File: config.mk
export PLATFORM = sky130hd
export DESIGN_NAME = urx_receiver
export DESIGN_NICKNAME = d
export VERILOG_FILES = /design/src/verilog/urx_pkg.sv /design/src/verilog/urx_receiver.sv
export VERILOG_INCLUDE_DIRS = /design/src /design/src/verilog
export SDC_FILE = /design/constraint.sdc
export NUM_CORES = 1
export LEC_CHECK = 0
export ABC_AREA = 1
export BUFFER_PORTS_ARGS = -buffer_cell sky130_fd_sc_hd__buf_2
export CORE_MARGIN = 1
export CORE_UTILIZATION = 60
export CTS_BUF_LIST = sky130_fd_sc_hd__clkbuf_4
export DETAILED_ROUTE_END_ITERATION = 8
export HOLD_SLACK_MARGIN = 0.08
export PLACE_DENSITY = 0.88
export SETUP_SLACK_MARGIN = 0.05
export SYNTH_ARGS = -nofsm -noshare
export SYNTH_HDL_FRONTEND = slang
export SYNTH_SLANG_ARGS = --single-unit
File: constraint.sdc
create_clock -name pclk -period 2.25 [get_ports pclk]
set_input_delay 0.45 -clock pclk [delete_from_list [all_inputs] [get_ports pclk]]
set_output_delay 0.45 -clock pclk [all_outputs]
set_load 0.03 [all_outputs]
File: src/verilog/urx_map.svh
// Register offsets, field positions, reset values and timing for the receiver.
// Assumes inclusion by bare name from the design file and the bench.
`ifndef URX_MAP_SVH
`define URX_MAP_SVH

// ---------------------------------------------------------------
// Register byte offsets
// ---------------------------------------------------------------
`define URX_OFF_STAT   8'h00
`define URX_OFF_CTLB   8'h04
`define URX_OFF_CTLC   8'h08
`define URX_OFF_DATA   8'h0c
`define URX_OFF_BAUD   8'h10

// ---------------------------------------------------------------
// Field positions
// ---------------------------------------------------------------
`define URX_STAT_RXC   7
`define URX_STAT_FE    4
`define URX_STAT_DOR   3
`define URX_STAT_UPE   2
`define URX_STAT_U2X   1
`define URX_CTLB_RX_COMPLETE_IRQ_EN 7
`define URX_CTLB_RX_ENABLE  4
`define URX_CTLC_PEN   5
`define URX_CTLC_PODD  4
`define URX_CTLC_SBC   3
`define URX_CTLC_CSZ_H 2
`define URX_CTLC_CSZ_L 1

// ---------------------------------------------------------------
// Reset values and sampling figures
// ---------------------------------------------------------------
`define URX_BAUD_RST   16'h0019
`define URX_CTLC_RST   2'h3
`define URX_SPB_NORM   5'h10
`define URX_SPB_FAST   5'h08
`define URX_VF_NORM    5'h08
`define URX_VF_FAST    5'h04
`define URX_DEPTH      2'h2
`define URX_CNT_EDGE_NEXT 5'h2

`endif

File: src/verilog/urx_pkg.sv
// Types shared by the receiver design.
// Assumes no other package.
`default_nettype none

package urx_pkg;
  // Receiver sequencing states
  typedef enum logic [2:0] {
    URX_IDLE  = 3'b000,
    URX_START = 3'b001,
    URX_DATA  = 3'b010,
    URX_PAR   = 3'b011,
    URX_STOP  = 3'b100
  } urx_state_t;
endpackage

`default_nettype wire

File: src/verilog/urx_receiver.sv
// Serial receiver: start detect, bit voting, two-entry buffer, status flags.
// Assumes an APB master on pclk and an asynchronous line on rx_serial_in.
//
// Contract
// receive_complete set while buffer holds data
// Disabling receiver flushes the buffer
// Interrupt requested while flag and enables set
// Handler must read data to clear
// Error flags stored per entry, read advances
// Error flag writes ignored; software writes zero
// Read status before reading data register
// Error flags never raise interrupts
// frame_error mirrors first stop bit value
// Only first stop bit is checked
// Overrun when full, held frame, new start
// Overrun cleared on successful buffer transfer
// parity_error reads zero when checking off
// Parity checked only when enabled, odd/even
// Parity compared and stored with entry
// parity_error valid until data read
// Disable stops at once, releases pin
// Software flushes by reading until empty
// Sixteen or eight samples per bit
// Start search on falling edge, sample one
// Start voted on samples 8-10 or 4-6
// Majority high rejects start, else resync
// Unused upper data bits read zero
// Each bit decided by three-sample majority
// Transfer after first stop bit
// Serial input synchronised before use
// Frame held while buffer is full
//
// The implementer's own choices: the register offsets and the APB slave port.
`default_nettype none
`include "urx_map.svh"

module urx_receiver
  import urx_pkg::*;
(
  input  wire logic        pclk,
  input  wire logic        presetn,
  input  wire logic        psel,
  input  wire logic        penable,
  input  wire logic        pwrite,
  input  wire logic [7:0]  paddr,
  input  wire logic [31:0] pwdata,
  output logic             pready,
  output logic [31:0]      prdata,
  output logic             pslverr,
  input  wire logic        rx_serial_in,
  input  wire logic        global_irq_en,
  output logic             rx_irq,
  output logic             rx_pin_override
);

  // ---------------------------------------------------------------
  // Helpers
  // ---------------------------------------------------------------
  // Majority of three samples
  function automatic logic maj3(input logic [2:0] v);
    maj3 = (v[0] & v[1]) | (v[0] & v[2]) | (v[1] & v[2]);
  endfunction

  // ---------------------------------------------------------------
  // Control registers
  // ---------------------------------------------------------------
  logic        rx_enable_r;
  logic        rx_complete_irq_en_r;
  logic        double_speed_r;
  logic        parity_enable_r;
  logic        parity_odd_select_r;
  logic        stop_bit_count_r;
  logic [1:0]  char_size_r;
  logic [15:0] baud_div_r;

  // APB decode
  wire setup    = psel & ~penable;
  wire access   = psel & penable;
  wire hit_stat = (paddr == `URX_OFF_STAT);
  wire hit_ctlb = (paddr == `URX_OFF_CTLB);
  wire hit_ctlc = (paddr == `URX_OFF_CTLC);
  wire hit_data = (paddr == `URX_OFF_DATA);
  wire hit_baud = (paddr == `URX_OFF_BAUD);
  wire mapped   = hit_stat | hit_ctlb | hit_ctlc | hit_data | hit_baud;
  wire wr_acc   = access & pwrite & mapped;

  // Zero wait states; unmapped offsets answer with an error
  assign pready  = 1'b1;
  assign pslverr = access & ~mapped;

  // Software-written settings steer the receiver
  always_ff @(posedge pclk or negedge presetn) begin
    if (!presetn) begin
      rx_enable_r          <= 1'b0;
      rx_complete_irq_en_r <= 1'b0;
      double_speed_r       <= 1'b0;
      {parity_enable_r, parity_odd_select_r, stop_bit_count_r} <= 3'h0;
      char_size_r          <= `URX_CTLC_RST;
      baud_div_r           <= `URX_BAUD_RST;
    end else if (wr_acc) begin
      // Error flag positions are not writable
      if (hit_stat) double_speed_r <= pwdata[`URX_STAT_U2X];
      if (hit_ctlb) begin
        rx_complete_irq_en_r <= pwdata[`URX_CTLB_RX_COMPLETE_IRQ_EN];
        rx_enable_r          <= pwdata[`URX_CTLB_RX_ENABLE];
      end
      if (hit_ctlc) begin
        parity_enable_r     <= pwdata[`URX_CTLC_PEN];
        parity_odd_select_r <= pwdata[`URX_CTLC_PODD];
        stop_bit_count_r    <= pwdata[`URX_CTLC_SBC];
        char_size_r         <= pwdata[`URX_CTLC_CSZ_H:`URX_CTLC_CSZ_L];
      end
      if (hit_baud) baud_div_r <= pwdata[15:0];
    end
  end

  // Receiver owns the pin only while enabled
  assign rx_pin_override = rx_enable_r;

  // ---------------------------------------------------------------
  // Line synchroniser and sample tick
  // ---------------------------------------------------------------
  logic        sync1_r;
  logic        rx_s_r;
  logic [15:0] div_cnt_r;

  // Two flops keep metastability away from voting
  always_ff @(posedge pclk or negedge presetn) begin
    if (!presetn) begin
      sync1_r <= 1'b1;
      rx_s_r  <= 1'b1;
    end else begin
      sync1_r <= rx_serial_in;
      rx_s_r  <= sync1_r;
    end
  end

  // Oversampling tick, one per divisor period plus one
  wire        tick        = (div_cnt_r == 16'h0);
  wire [15:0] div_cnt_nxt = tick ? baud_div_r : div_cnt_r - 16'h1;

  always_ff @(posedge pclk or negedge presetn) begin
    if (!presetn) div_cnt_r <= 16'h0;
    else          div_cnt_r <= div_cnt_nxt;
  end

  // ---------------------------------------------------------------
  // Bit recovery sequencer
  // ---------------------------------------------------------------
  urx_state_t st_r, st_nxt;
  logic [4:0] cnt_r, cnt_nxt;
  logic [2:0] bit_r, bit_nxt;
  logic [7:0] sh_r, sh_nxt;
  logic [2:0] vote_r, vote_nxt;
  logic       par_r, par_nxt;
  logic       prev_r;
  logic       frame_done;
  logic       stop_val;

  // Samples per bit and voting window by speed
  wire [4:0] spb        = double_speed_r ? `URX_SPB_FAST : `URX_SPB_NORM;
  wire [4:0] vote_first = double_speed_r ? `URX_VF_FAST : `URX_VF_NORM;
  wire [4:0] vote_last  = vote_first + 5'h2;
  wire       in_vote    = (cnt_r >= vote_first) && (cnt_r <= vote_last);
  wire       bit_val    = maj3({vote_r[1:0], rx_s_r});
  wire [2:0] last_bit   = 3'h4 + {1'b0, char_size_r};
  wire       start_evt  = rx_enable_r & tick & (st_r == URX_IDLE) & prev_r & ~rx_s_r;

  // Parity over data bits; even expects xor zero
  wire par_err = parity_enable_r & (^sh_r ^ par_r ^ parity_odd_select_r);

  always_comb begin
    st_nxt     = st_r;
    cnt_nxt    = cnt_r;
    bit_nxt    = bit_r;
    sh_nxt     = sh_r;
    vote_nxt   = vote_r;
    par_nxt    = par_r;
    frame_done = 1'b0;
    stop_val   = 1'b1;
    if (!rx_enable_r) begin
      st_nxt = URX_IDLE;
    end else if (tick) begin
      if (st_r == URX_IDLE) begin
        // Falling edge: this sample is number one, so the next is two
        if (start_evt) begin
          st_nxt  = URX_START;
          cnt_nxt = `URX_CNT_EDGE_NEXT;
          sh_nxt  = 8'h0;
        end
      end else begin
        cnt_nxt = cnt_r + 5'h1;
        if (in_vote) vote_nxt = {vote_r[1:0], rx_s_r};
        if (cnt_r == vote_last) begin
          case (st_r)
            URX_START: if (bit_val) st_nxt = URX_IDLE;
            URX_DATA:  sh_nxt[bit_r] = bit_val;
            URX_PAR:   par_nxt = bit_val;
            URX_STOP: begin
              // Only the first stop bit matters; frees line early
              frame_done = 1'b1;
              stop_val   = bit_val;
              st_nxt     = URX_IDLE;
            end
            default: st_nxt = URX_IDLE;
          endcase
        end
        // Bit boundary: timing re-anchored to each accepted start
        if (cnt_r == spb) begin
          cnt_nxt = 5'h1;
          case (st_r)
            URX_START: begin
              st_nxt  = URX_DATA;
              bit_nxt = 3'h0;
            end
            URX_DATA: begin
              if (bit_r == last_bit)
                st_nxt = parity_enable_r ? URX_PAR : URX_STOP;
              else
                bit_nxt = bit_r + 3'h1;
            end
            URX_PAR: st_nxt = URX_STOP;
            default: st_nxt = st_r;
          endcase
        end
      end
    end
  end

  always_ff @(posedge pclk or negedge presetn) begin
    if (!presetn) begin
      st_r   <= URX_IDLE;
      cnt_r  <= 5'h0;
      bit_r  <= 3'h0;
      sh_r   <= 8'h0;
      vote_r <= 3'h7;
      par_r  <= 1'b0;
      prev_r <= 1'b1;
    end else begin
      st_r   <= st_nxt;
      cnt_r  <= cnt_nxt;
      bit_r  <= bit_nxt;
      sh_r   <= sh_nxt;
      vote_r <= vote_nxt;
      par_r  <= par_nxt;
      if (tick) prev_r <= rx_s_r;
    end
  end

  // ---------------------------------------------------------------
  // Holding stage and two-entry buffer
  // ---------------------------------------------------------------
  logic [10:0] hold_r;
  logic        hold_valid_r;
  logic        dor_pend_r;
  logic [10:0] mem_r [0:1];
  logic        rd_ptr_r;
  logic [1:0]  count_r;

  wire buf_full = (count_r == `URX_DEPTH);
  wire pop      = access & ~pwrite & hit_data & (count_r != 2'h0);
  wire push     = hold_valid_r & ~buf_full & rx_enable_r;
  wire wr_ptr   = rd_ptr_r ^ count_r[0];
  wire ovr_evt  = start_evt & buf_full & hold_valid_r;

  // Entry layout: {upe, dor, fe, data}
  wire [10:0] frame_word = {par_err, 1'b0, ~stop_val, sh_r};

  // Held frame waits for space; overwritten only after an overrun
  always_ff @(posedge pclk or negedge presetn) begin
    if (!presetn) begin
      hold_r       <= 11'h0;
      hold_valid_r <= 1'b0;
      dor_pend_r   <= 1'b0;
    end else if (!rx_enable_r) begin
      hold_valid_r <= 1'b0;
      dor_pend_r   <= 1'b0;
    end else begin
      if (frame_done) hold_r <= frame_word;
      hold_valid_r <= frame_done | (hold_valid_r & ~push);
      // Set wins over the clear made by a transfer
      dor_pend_r   <= ovr_evt | (dor_pend_r & ~push);
    end
  end

  // Buffer storage and pointers
  always_ff @(posedge pclk or negedge presetn) begin
    if (!presetn) begin
      rd_ptr_r <= 1'b0;
      count_r  <= 2'h0;
    end else if (!rx_enable_r) begin
      count_r  <= 2'h0;
    end else begin
      if (pop) rd_ptr_r <= ~rd_ptr_r;
      count_r <= count_r + {1'b0, push} - {1'b0, pop};
    end
  end

  always_ff @(posedge pclk) begin
    if (push) mem_r[wr_ptr] <= {hold_r[10], dor_pend_r, hold_r[8:0]};
  end

  // ---------------------------------------------------------------
  // Status, read data and interrupt
  // ---------------------------------------------------------------
  wire [10:0] head       = mem_r[rd_ptr_r];
  wire        rx_cmpl    = (count_r != 2'h0);
  wire        head_fe    = rx_cmpl & head[8];
  wire        head_dor   = rx_cmpl & head[9];
  wire        head_upe   = rx_cmpl & head[10] & parity_enable_r;
  wire [7:0]  stat_word  = {rx_cmpl, 2'h0, head_fe, head_dor, head_upe,
                            double_speed_r, 1'b0};
  wire [7:0]  ctlb_word  = {rx_complete_irq_en_r, 2'h0, rx_enable_r, 4'h0};
  wire [7:0]  ctlc_word  = {2'h0, parity_enable_r, parity_odd_select_r,
                            stop_bit_count_r, char_size_r, 1'b0};
  wire [7:0]  data_word  = rx_cmpl ? head[7:0] : 8'h0;
  wire [31:0] rd_mux     = hit_stat ? {24'h0, stat_word} :
                           hit_ctlb ? {24'h0, ctlb_word} :
                           hit_ctlc ? {24'h0, ctlc_word} :
                           hit_data ? {24'h0, data_word} :
                           hit_baud ? {16'h0, baud_div_r} : 32'h0;

  // Read data captured in setup, before the pop moves the head
  always_ff @(posedge pclk or negedge presetn) begin
    if (!presetn)                prdata <= 32'h0;
    else if (setup && !pwrite)   prdata <= rd_mux;
  end

  // Level request; error flags deliberately play no part
  assign rx_irq = rx_cmpl & rx_complete_irq_en_r & global_irq_en;
endmodule

`default_nettype wire

; Word level (Yosys, flattened, before mapping)
; Memory sizes are Yosys's and may differ from the RTL's.
; Index checks and enable logic that the tools add are counted.
[word_totals]
reg_bits = 112
ramBits = 22
elab_cells = 173
mem_count = 1
[mem_list]
columns = name, words, width, rd, rd_ports_with_merged_regs, write_ports, line
row1 = mem_r, 2, 11, 1, 0, 1, urx_receiver.sv:256  ; logic [10:0] mem_r [0:1];
[classes]
add_sub_neg = 7
order_cmp = 4
eq_ne = 17
mux = 47
bitwise_logic = 48
reduce_logical = 25
[ops]
columns = op, n
row1 = $mux W16, 6
row2 = $mux W8, 5
row3 = $mux W3, 10
row4 = $and A1 B1 Y1, 28
row5 = $mux W5, 4
row6 = $eq A8 B4 Y1 const B, 2
row7 = $logic_not A16 Y1, 1
row8 = $sub A16 B1 Y16 const B, 1
row9 = $mux W1, 15
row10 = $pmux W3 S2, 2
row11 = $reduce_and A2 Y1, 6
row12 = $eq A5 B5 Y1, 2
row13 = $reduce_and A5 Y1, 2
row14 = $not A1 Y1, 9
row15 = $pmux W3 S3, 1
row16 = $bwmux W8, 1
row17 = $eq A8 B3 Y1 const B, 1
row18 = $eq A8 B5 Y1 const B, 1
row19 = $logic_not A8 Y1, 1
row20 = $or A1 B1 Y1, 8
row21 = $reduce_bool A2 Y1, 4
row22 = $reduce_xor A8 Y1, 1
row23 = $eq A3 B2 Y1 const B, 2
row24 = $ne A6 B3 Y1 const B, 1
row25 = 28 further kinds, 34

; Depth between registers and ports, before layout
; Gate-level depths: netlist of the first run.
[logic_depth]
word_depth = 12
depth_mapped = 12
depth_no_buf = 12

; Least setup slack after synthesis of the first run
; Ideal clock, no wire load.
[synth_timing]
kind = input to register
start = input port paddr[4]
end = register count_r[1]
arrival_ps = 1824
required_ps = 2131
setup_slack_ps = 307
cell_stages = 10
n_path_buf = 0
cell_sequence = nor2_1 nand3_2 nor2_4 inv_1 nor4_1 ha_1 inv_1 ha_1 xor2_1 nor2_1
[synth_between]
elab_chain_len = 5
[synth_rtl]
columns = item, line
row1 = from (decl), urx_receiver.sv:45  ; input wire logic [7:0] paddr,
row2 = $eq A8 B4 Y1 (no line), -
row3 = $and A1 B1 Y1 (2 in series), urx_receiver.sv:261  ; wire pop = access & ~pwrite & hit_data & (count_r != 2'h0);
row4 = $sub A2 B1 Y2, urx_receiver.sv:295  ; count_r <= count_r + {1'b0, push} - {1'b0, pop};
row5 = $mux W2, urx_receiver.sv:291  ; end else if (!rx_enable_r) begin
row6 = to (signal assigned), urx_receiver.sv:295
row7 = to (decl), urx_receiver.sv:258  ; logic [1:0] count_r;
; No other way between the ends.
; A chain may end at the register's enable or synchronous reset.

; Final worst setup path of the first run
[layout_timing]
start = input port paddr[1]
end = output port pslverr
[layout_between]
elab_chain_len = 7
elab_cells_between_ends = 11
[layout_rtl]
columns = item, line
row1 = $eq A8 B3 Y1 (no line) or $logic_not A8 Y1 (tied branches), -
row2 = $or A1 B1 Y1 (3 in series), urx_receiver.sv:84  ; wire mapped = hit_stat | hit_ctlb | hit_ctlc | hit_data | hit_baud;
row3 = $or A1 B1 Y1 *, urx_receiver.sv:84
row4 = $not A1 Y1 *, urx_receiver.sv:89  ; assign pslverr = access & ~mapped;
row5 = $and A1 B1 Y1 *, urx_receiver.sv:89
row6 = to (decl), urx_receiver.sv:49  ; output logic pslverr,
; Mark *: on every way between the ends. The rest lies on a longest branch, timed or not.

==> results.md, run 1 <==
- H-tree levels: 4
- Final setup vio count: 0
- PwrDens: 744.5 nW/um^2
- Fin crit period: 2109 ps
- Most frequent cells in the layout: nand2_1, dfrtp_1, nor2_1
- Net Sw Frac: 0.2931
- Area Overhead vs Synth: 12.23%
- I/O pin count: 83
- Core area: 10280 sq um
- Crit end category: output pin
- Die area: 10940 sq um
- CTS tree: done
- Prevailing post-synth register cell: dfrtp_1
- Post-synth EDFFs: 22
- Sink Count: 118
- Drt first pass iters: 6
- Average via count per standard cell: 5.561
- Num CTS Buffers: 17
- Root buffer selected by CTS: clkbuf_4
- Max-capacitance violation count: 0
- Pwr Total: 5.276 mW
- Largest net degree at the start of global routing: 57
- Syn Area/Cell: 8.342 sq um
- Syn Std Cell Area: 6315 sq um
- Post-Layout Inst Area: 7087 sq um
- Commonest non-fill, non-tap cell in the layout: nand2_1
- Starting DRT DRC Count: 509
- Max_slew headroom: 0.6403
- Final Wtd Congestion: 0.8956
- Clock transition at path regs: 110 ps
- Clock Latency Late Sink: 570 ps
- Async SR Flop Fraction: 0.8136
- First-pass GRT wire length: 24550 microns
- Wire length per cell: 15.49 microns
- Multi-input gate area: 2789 sq um
- Post-synthesis sequential area ratio: 0.4870
- Tcrit/Tclk final: 0.9372
- Worst hold path startpoint: pwdata[9]
- Die Height: 104.6 microns
- Routed vias: 5389
- P_sw: 1.547 mW
- Die Width: 104.6 microns
- Initial Util: 0.6144
- Clock skew: 12.34 ps
- R2r startpoint: div_cnt_r[0]
- Antenna violations before repair: 0
- Overflow left after global routing: 0
- FMAX: 474.2 MHz
- Worst Hold Class: in2reg
- Synth unique cells: 46
- Finished Core Util: 0.6896
- Layout Nets: 877
- Layout cells sized above 1: 0.1813
- Placed cells: 935
- Crit path max fanout: 11
- GRT Total Usage: 0.2909
- Row cnt: 37
- Post-route setup slack: 141.3 ps
- Kind of critical path: in2out
- Non-Filler Instances: 969
- LEAKAGE: 3.266 nW
- Vias in the first global route: 5313
- Actual slew at the worst max-slew pin: 539.5 ps
- Int Power: 3.730 mW
- Sequential power share: 0.474
- Routed Antenna Nets: 0
- Mapped Cells: 757
- Critical Path Start: paddr[1]
- CP startpoint kind: input port
- Worst EP required: 1800 ps
- Final Max Tran Viols: 0
- ANT cells: 0
- Pre-CTS WS: -2.953 ps
- Arrival time worst endpoint: 1660 ps
- Clk buf depth: 2
- Status: finished clean
- Clk pwr share: 0.379
- RSZ-0062 raised after global routing: yes
- # fillers: 757
- Reg area: 3075 sq um
- Logic pwr share: 0.147
- IO Port Bufs: 49
- Post-synthesis register bit count: 118
- Placed cell area: 6685 sq um
- Max IR drop VDD: 0.0005148 V
- WL final: 15010 microns
- Drt drc: 0
- Endpoints failing hold: 0
- DP HPWL: 10730 microns
- Yosys warning count: 0
==> power groups by stage <==
stage          Sequential (mW)  Combinational (mW)  Clock (mW)
6_report                  2.50               0.778        2.00
5_1_grt                   2.52               0.874        2.12
4_1_cts                   2.49               0.776        2.02
3_5_place_dp              2.53               0.756           0
3_3_place_gp              2.52               0.712           0
2_1_floorplan             2.52               0.556           0
==> cell usage after synthesis (2+ instances only) <==
cell type / count / area (sq um)
buf_2: 9 / 45.04
nand4_1: 21 / 131.4
buf_4: 17 / 127.6
nand2_1: 191 / 716.9
o21ai_2: 2 / 17.52
nand3b_1: 4 / 30.03
or2_2: 5 / 31.28
clkbuf_1: 7 / 26.28
nor2_4: 2 / 22.52
o21ai_0: 45 / 225.2
mux2_2: 2 / 22.52
nand2_2: 4 / 25.02
nor2_2: 6 / 37.54
edfxtp_1: 22 / 660.6
xor2_1: 9 / 78.83
nor4_1: 3 / 18.77
o21ai_1: 21 / 105.1
conb_1: 2 / 7.510
xnor2_1: 8 / 70.07
mux2_4: 8 / 120.1
nand3_2: 3 / 30.03
a31oi_1: 3 / 18.77
nor2_1: 79 / 296.5
dfrtp_1: 86 / 2152
dfstp_2: 10 / 262.8
o31ai_1: 3 / 22.52
ha_1: 10 / 125.1
nor3_1: 7 / 35.03
inv_1: 70 / 262.8
a21oi_1: 13 / 65.06
nand3_1: 57 / 285.3
nand4_2: 2 / 25.02
o211ai_1: 6 / 45.04
inv_2: 8 / 30.03
==> worst max-delay path, stage by stage <==
cell,delay (ps)
buf_2,90
nor2_1,200
nand3_1,180
inv_4,140
nand2_2,150
o21ai_2,170
nor2_1,80
buf_2,180
==> final cells by class <==
cell class                 count  area share
timing repair buffer          64     0.05332
clock inverter                15     0.03531
multi-input combinational    541      0.3935
inverter                      78     0.04184
sequential                   118      0.4340
clock buffer                  17     0.01801
tap                          136     0.02401
==> worst paths after layout <==
kind | endpoint | slack, ps | depth (start not counted)
hold / removal | baud_div_r[9] | 110 | 2
setup reg to reg | hold_r[4] | 240 | 12
min in group asynchronous | div_cnt_r[12] | 410 | 2
hold reg to reg | rx_s_r | 360 | 0
max in group asynchronous | baud_div_r[4] | 1110 | 3
setup / recovery | pslverr | 140 | 8
==> per-layer routing <==
metal	track usage	part of all wire	wire length, microns
met5	0	0	0
met4	0.1439	0.031	472
met3	0.06737	0.067	1005
met2	0.5009	0.51	7618
met1	0.3417	0.39	5913
==> flip-flops by register name, indices dropped and copies added (netlist names), 2 cells and up <==
| signal | count |
|---|---|
| mem_r | 22 |
| baud_div_r | 16 |
| div_cnt_r | 16 |
| prdata | 16 |
| hold_r | 10 |
| sh_r | 8 |
| cnt_r | 5 |
| bit_r | 3 |
| st_r | 3 |
| char_size_r | 2 |
| count_r | 2 |
| vote_r | 2 |
==> cells by family after synthesis <==
| logic type | count (synthesis) | share of synthesized area |
|---|---|---|
| simple gates | 390 | 0.2782 |
| flops | 118 | 0.4870 |
| buf+inv | 113 | 0.08024 |
| compound gates | 97 | 0.08738 |
| xor+xnor | 17 | 0.02358 |
| fa+ha+maj | 10 | 0.01981 |
| mux | 10 | 0.02259 |
| other cells | 2 | 0.001189 |
==> through the flow <==
| stage | TNS [ps] | hold WS, ps |
|---|---|---|
| after CTS | 0 | 88.13 |
| after global routing | 0 | 98.96 |
| after floorplan | 0 | 154.4 |
| after global placement | 0 | 345.9 |
| after detailed placement | -2.953 | 347.2 |
| final | 0 | 110.4 |
==> timing repair <==
action / in CTS / in global routing
gates resized for setup: 0 / 2
hold endpoints to repair: 39 / 0
endpoints found under the setup margin: 0 / 8
hold buffers: 2 / 0
setup buffers: 0 / 0
Note: power is estimated with default switching activity, not from simulation.
==> run 2, diff against run 1 <==
==> constraint.sdc (replaced) <==
create_clock -name pclk -period 2.25 [get_ports pclk]
set_input_delay 0 -clock pclk [delete_from_list [all_inputs] [get_ports pclk]]
set_output_delay 0 -clock pclk [all_outputs]
set_load 0.03 [all_outputs]
==> run 2 against run 1 <==
  * Combinational power up 8.9%
  * Global-route usage rose by 2.5 points
  * Sequential cell count unchanged
  * Maximum frequency is 1.8% lower
  * First-iteration DRC count increased by 13%
  * Largest cell class unchanged
  * Largest power group unchanged
  * Highest routed layer unchanged
==> results.md, run 2 (synthesis gave the netlist of run 1 again) <==
- Layout cells sized above 1: 0.1739
- DP HPWL: 11000 microns
- IO Port Bufs: 49
- Antenna violations before repair: 0
- Core area: 10280 sq um
- ANT cells: 0
- Finished Core Util: 0.7244
- R2r startpoint: cnt_r[3]
- Worst path cell trace: dlygate4sd3_1 -> buf_2 -> nor2_1 -> nand3_1 -> inv_2 -> nand2_2 -> o21ai_2 -> nand3_4 -> nand2_1 -> o21ai_1 -> dlygate4sd3_1
- Worst hold path startpoint: rx_serial_in
- Initial Util: 0.6144
- CP startpoint kind: input port
- Drt drc: 0
- Final Max Tran Viols: 0
- WHS: 122.0 ps
- Final setup vio count: 0
- First-pass GRT wire length: 26560 microns
- Max-capacitance violation count: 0
- Die Height: 104.6 microns
- Slowest CP cell: dlygate4sd3_1
- Most frequent cells in the layout: nand2_1, dfrtp_1, nor2_1
- Sink Count: 118
- Fin crit period: 2147 ps
- RSZ-0062 raised after global routing: yes
- Root buffer selected by CTS: clkbuf_4
- LEAKAGE: 3.438 nW
- Final Wtd Congestion: 0.9576
- PwrDens: 675.5 nW/um^2
- Most used cell, CP: dlygate4sd3_1
- Layout Nets: 918
- Routed vias: 5743
- Area Overhead vs Synth: 17.89%
- CP Buf/Inv Count: 4
- Drt first pass iters: 6
- Capturing point of the worst reg2reg path: hold_r[10]
- Clock Latency Late Sink: 520 ps
- Critical Path Start: paddr[0]
- Average via count per standard cell: 5.686
- Max IR drop VDD: 0.0004216 V
- Largest stage delay on the critical path: 570 ps
- Num CTS Buffers: 17
- Clock skew: 18.10 ps
- Crit end category: flop
- Clock transition at path regs: 100 ps
- Setup_tns: 0 ps
- Worst R2R Setup Slack: 210 ps
- Actual slew at the worst max-slew pin: 500.5 ps
- Die area: 10940 sq um
- WHS Endpoint: sync1_r
- Non-Filler Instances: 1010
- Wire length per cell: 16.39 microns
- Largest Register: mem_r
- Row cnt: 37
- Vias in the first global route: 5676
- Max reg flops: 22
- Starting DRT DRC Count: 577
- Arrival time worst endpoint: 2550 ps
- Commonest non-fill, non-tap cell in the layout: nand2_1
- Kind of critical path: in2reg
- H-tree levels: 4
- R2R cell count: 12
- Endpoints failing hold: 0
- Status: finished clean
- FMAX: 465.7 MHz
- Largest net degree at the start of global routing: 48
- Crit path max fanout: 11
- Placed cells: 935
- Die Width: 104.6 microns
- WL final: 16550 microns
- Worst EP required: 2650 ps
- CP top delay family: buffers and inverters
- I/O pin count: 83
- Max_slew headroom: 0.6633
- Overflow left after global routing: 0
- Tcrit/Tclk final: 0.9544
- Hold path cells: 2
- Clk buf depth: 2
- Routed Antenna Nets: 0
- CTS tree: done
- Worst Hold Class: in2reg
- GRT Total Usage: 0.3162
==> run 2: changes by cell type in the layout (fill, tap and decap cells not counted), moves of 2 or more <==
cell	previous run	this run
clkinv_1	1	3
clkinv_4	2	0
bufinv_16	6	4
dlygate4sd3_1	2	40
clkinvlp_4	3	0
inv_6	3	0
clkbuf_4	17	19
clkinv_2	1	7
==> run 2: worst reg2reg max path: cells and delay by family, from the launching register on <==
| kind | cells | cell delay [ps] |
|---|---|---|
| flip-flops | 1 | 450 |
| AND/OR/NAND/NOR | 8 | 850 |
| buffers and inverters | 3 | 330 |
| adder cells (fa/ha/maj) | 1 | 330 |
==> run 2: cell type report <==
type,instances,area [sq um]
Fill cell,690,2833
Multi-Input combinational cell,541,2796
Clock inverter,13,161.4
Sequential cell,118,3075
Timing Repair Buffer,105,804.5
Clock buffer,19,142.6
Tap cell,136,170.2
Inverter,78,294.0
==> run 2: what timing repair did <==
action | CTS | global route
gates resized for setup | 0 | 3
hold buffers | 41 | 0
hold endpoints to repair | 133 | 0
endpoints found under the setup margin | 0 | 15
buffers inserted | 0 | 2
==> run 2: through the flow <==
| step | power [mW] | instance area [sq um] | worst slack, ps |
|---|---|---|---|
| 2_1_floorplan | 3.077 | 6371 | 425.2 |
| 3_3_place_gp | 3.235 | 6685 | 346.3 |
| 3_5_place_dp | 3.299 | 6685 | 218.3 |
| 4_1_cts | 4.994 | 7417 | 72.33 |
| 5_1_grt | 5.238 | 7445 | 41.45 |
| 6_report | 5.029 | 7445 | 102.7 |
==> run 2: how the worst max path moves through the flow <==
| stage | to | slack (ps) | depth (start not counted) |
|---|---|---|---|
| 2_1_floorplan | mem_r[0][0] | 430 | 4 |
| 3_3_place_gp | hold_r[10] | 350 | 13 |
| 3_5_place_dp | hold_r[10] | 220 | 13 |
| 4_1_cts | parity_odd_select_r | 70 | 10 |
| 5_1_grt | stop_bit_count_r | 40 | 11 |
| 6_report | stop_bit_count_r | 100 | 11 |
==> run 2: layer usage <==
metal	routed length, microns	vias up	share of wire	GRT usage
li1	-	2666	-	-
met2	8262	321	0.50	0.5449
met5	0	-	0	0
met1	6381	2692	0.39	0.3578
met3	1193	64	0.072	0.07798
met4	714	0	0.043	0.1811
==> run 2: where the power goes <==
group	total, mW	switching (mW)	leakage, nW	internal [mW]
Sequential	2.50	0.161	1.41	2.34
Clock	1.68	0.795	0.172	0.884
Combinational	0.847	0.529	1.85	0.318
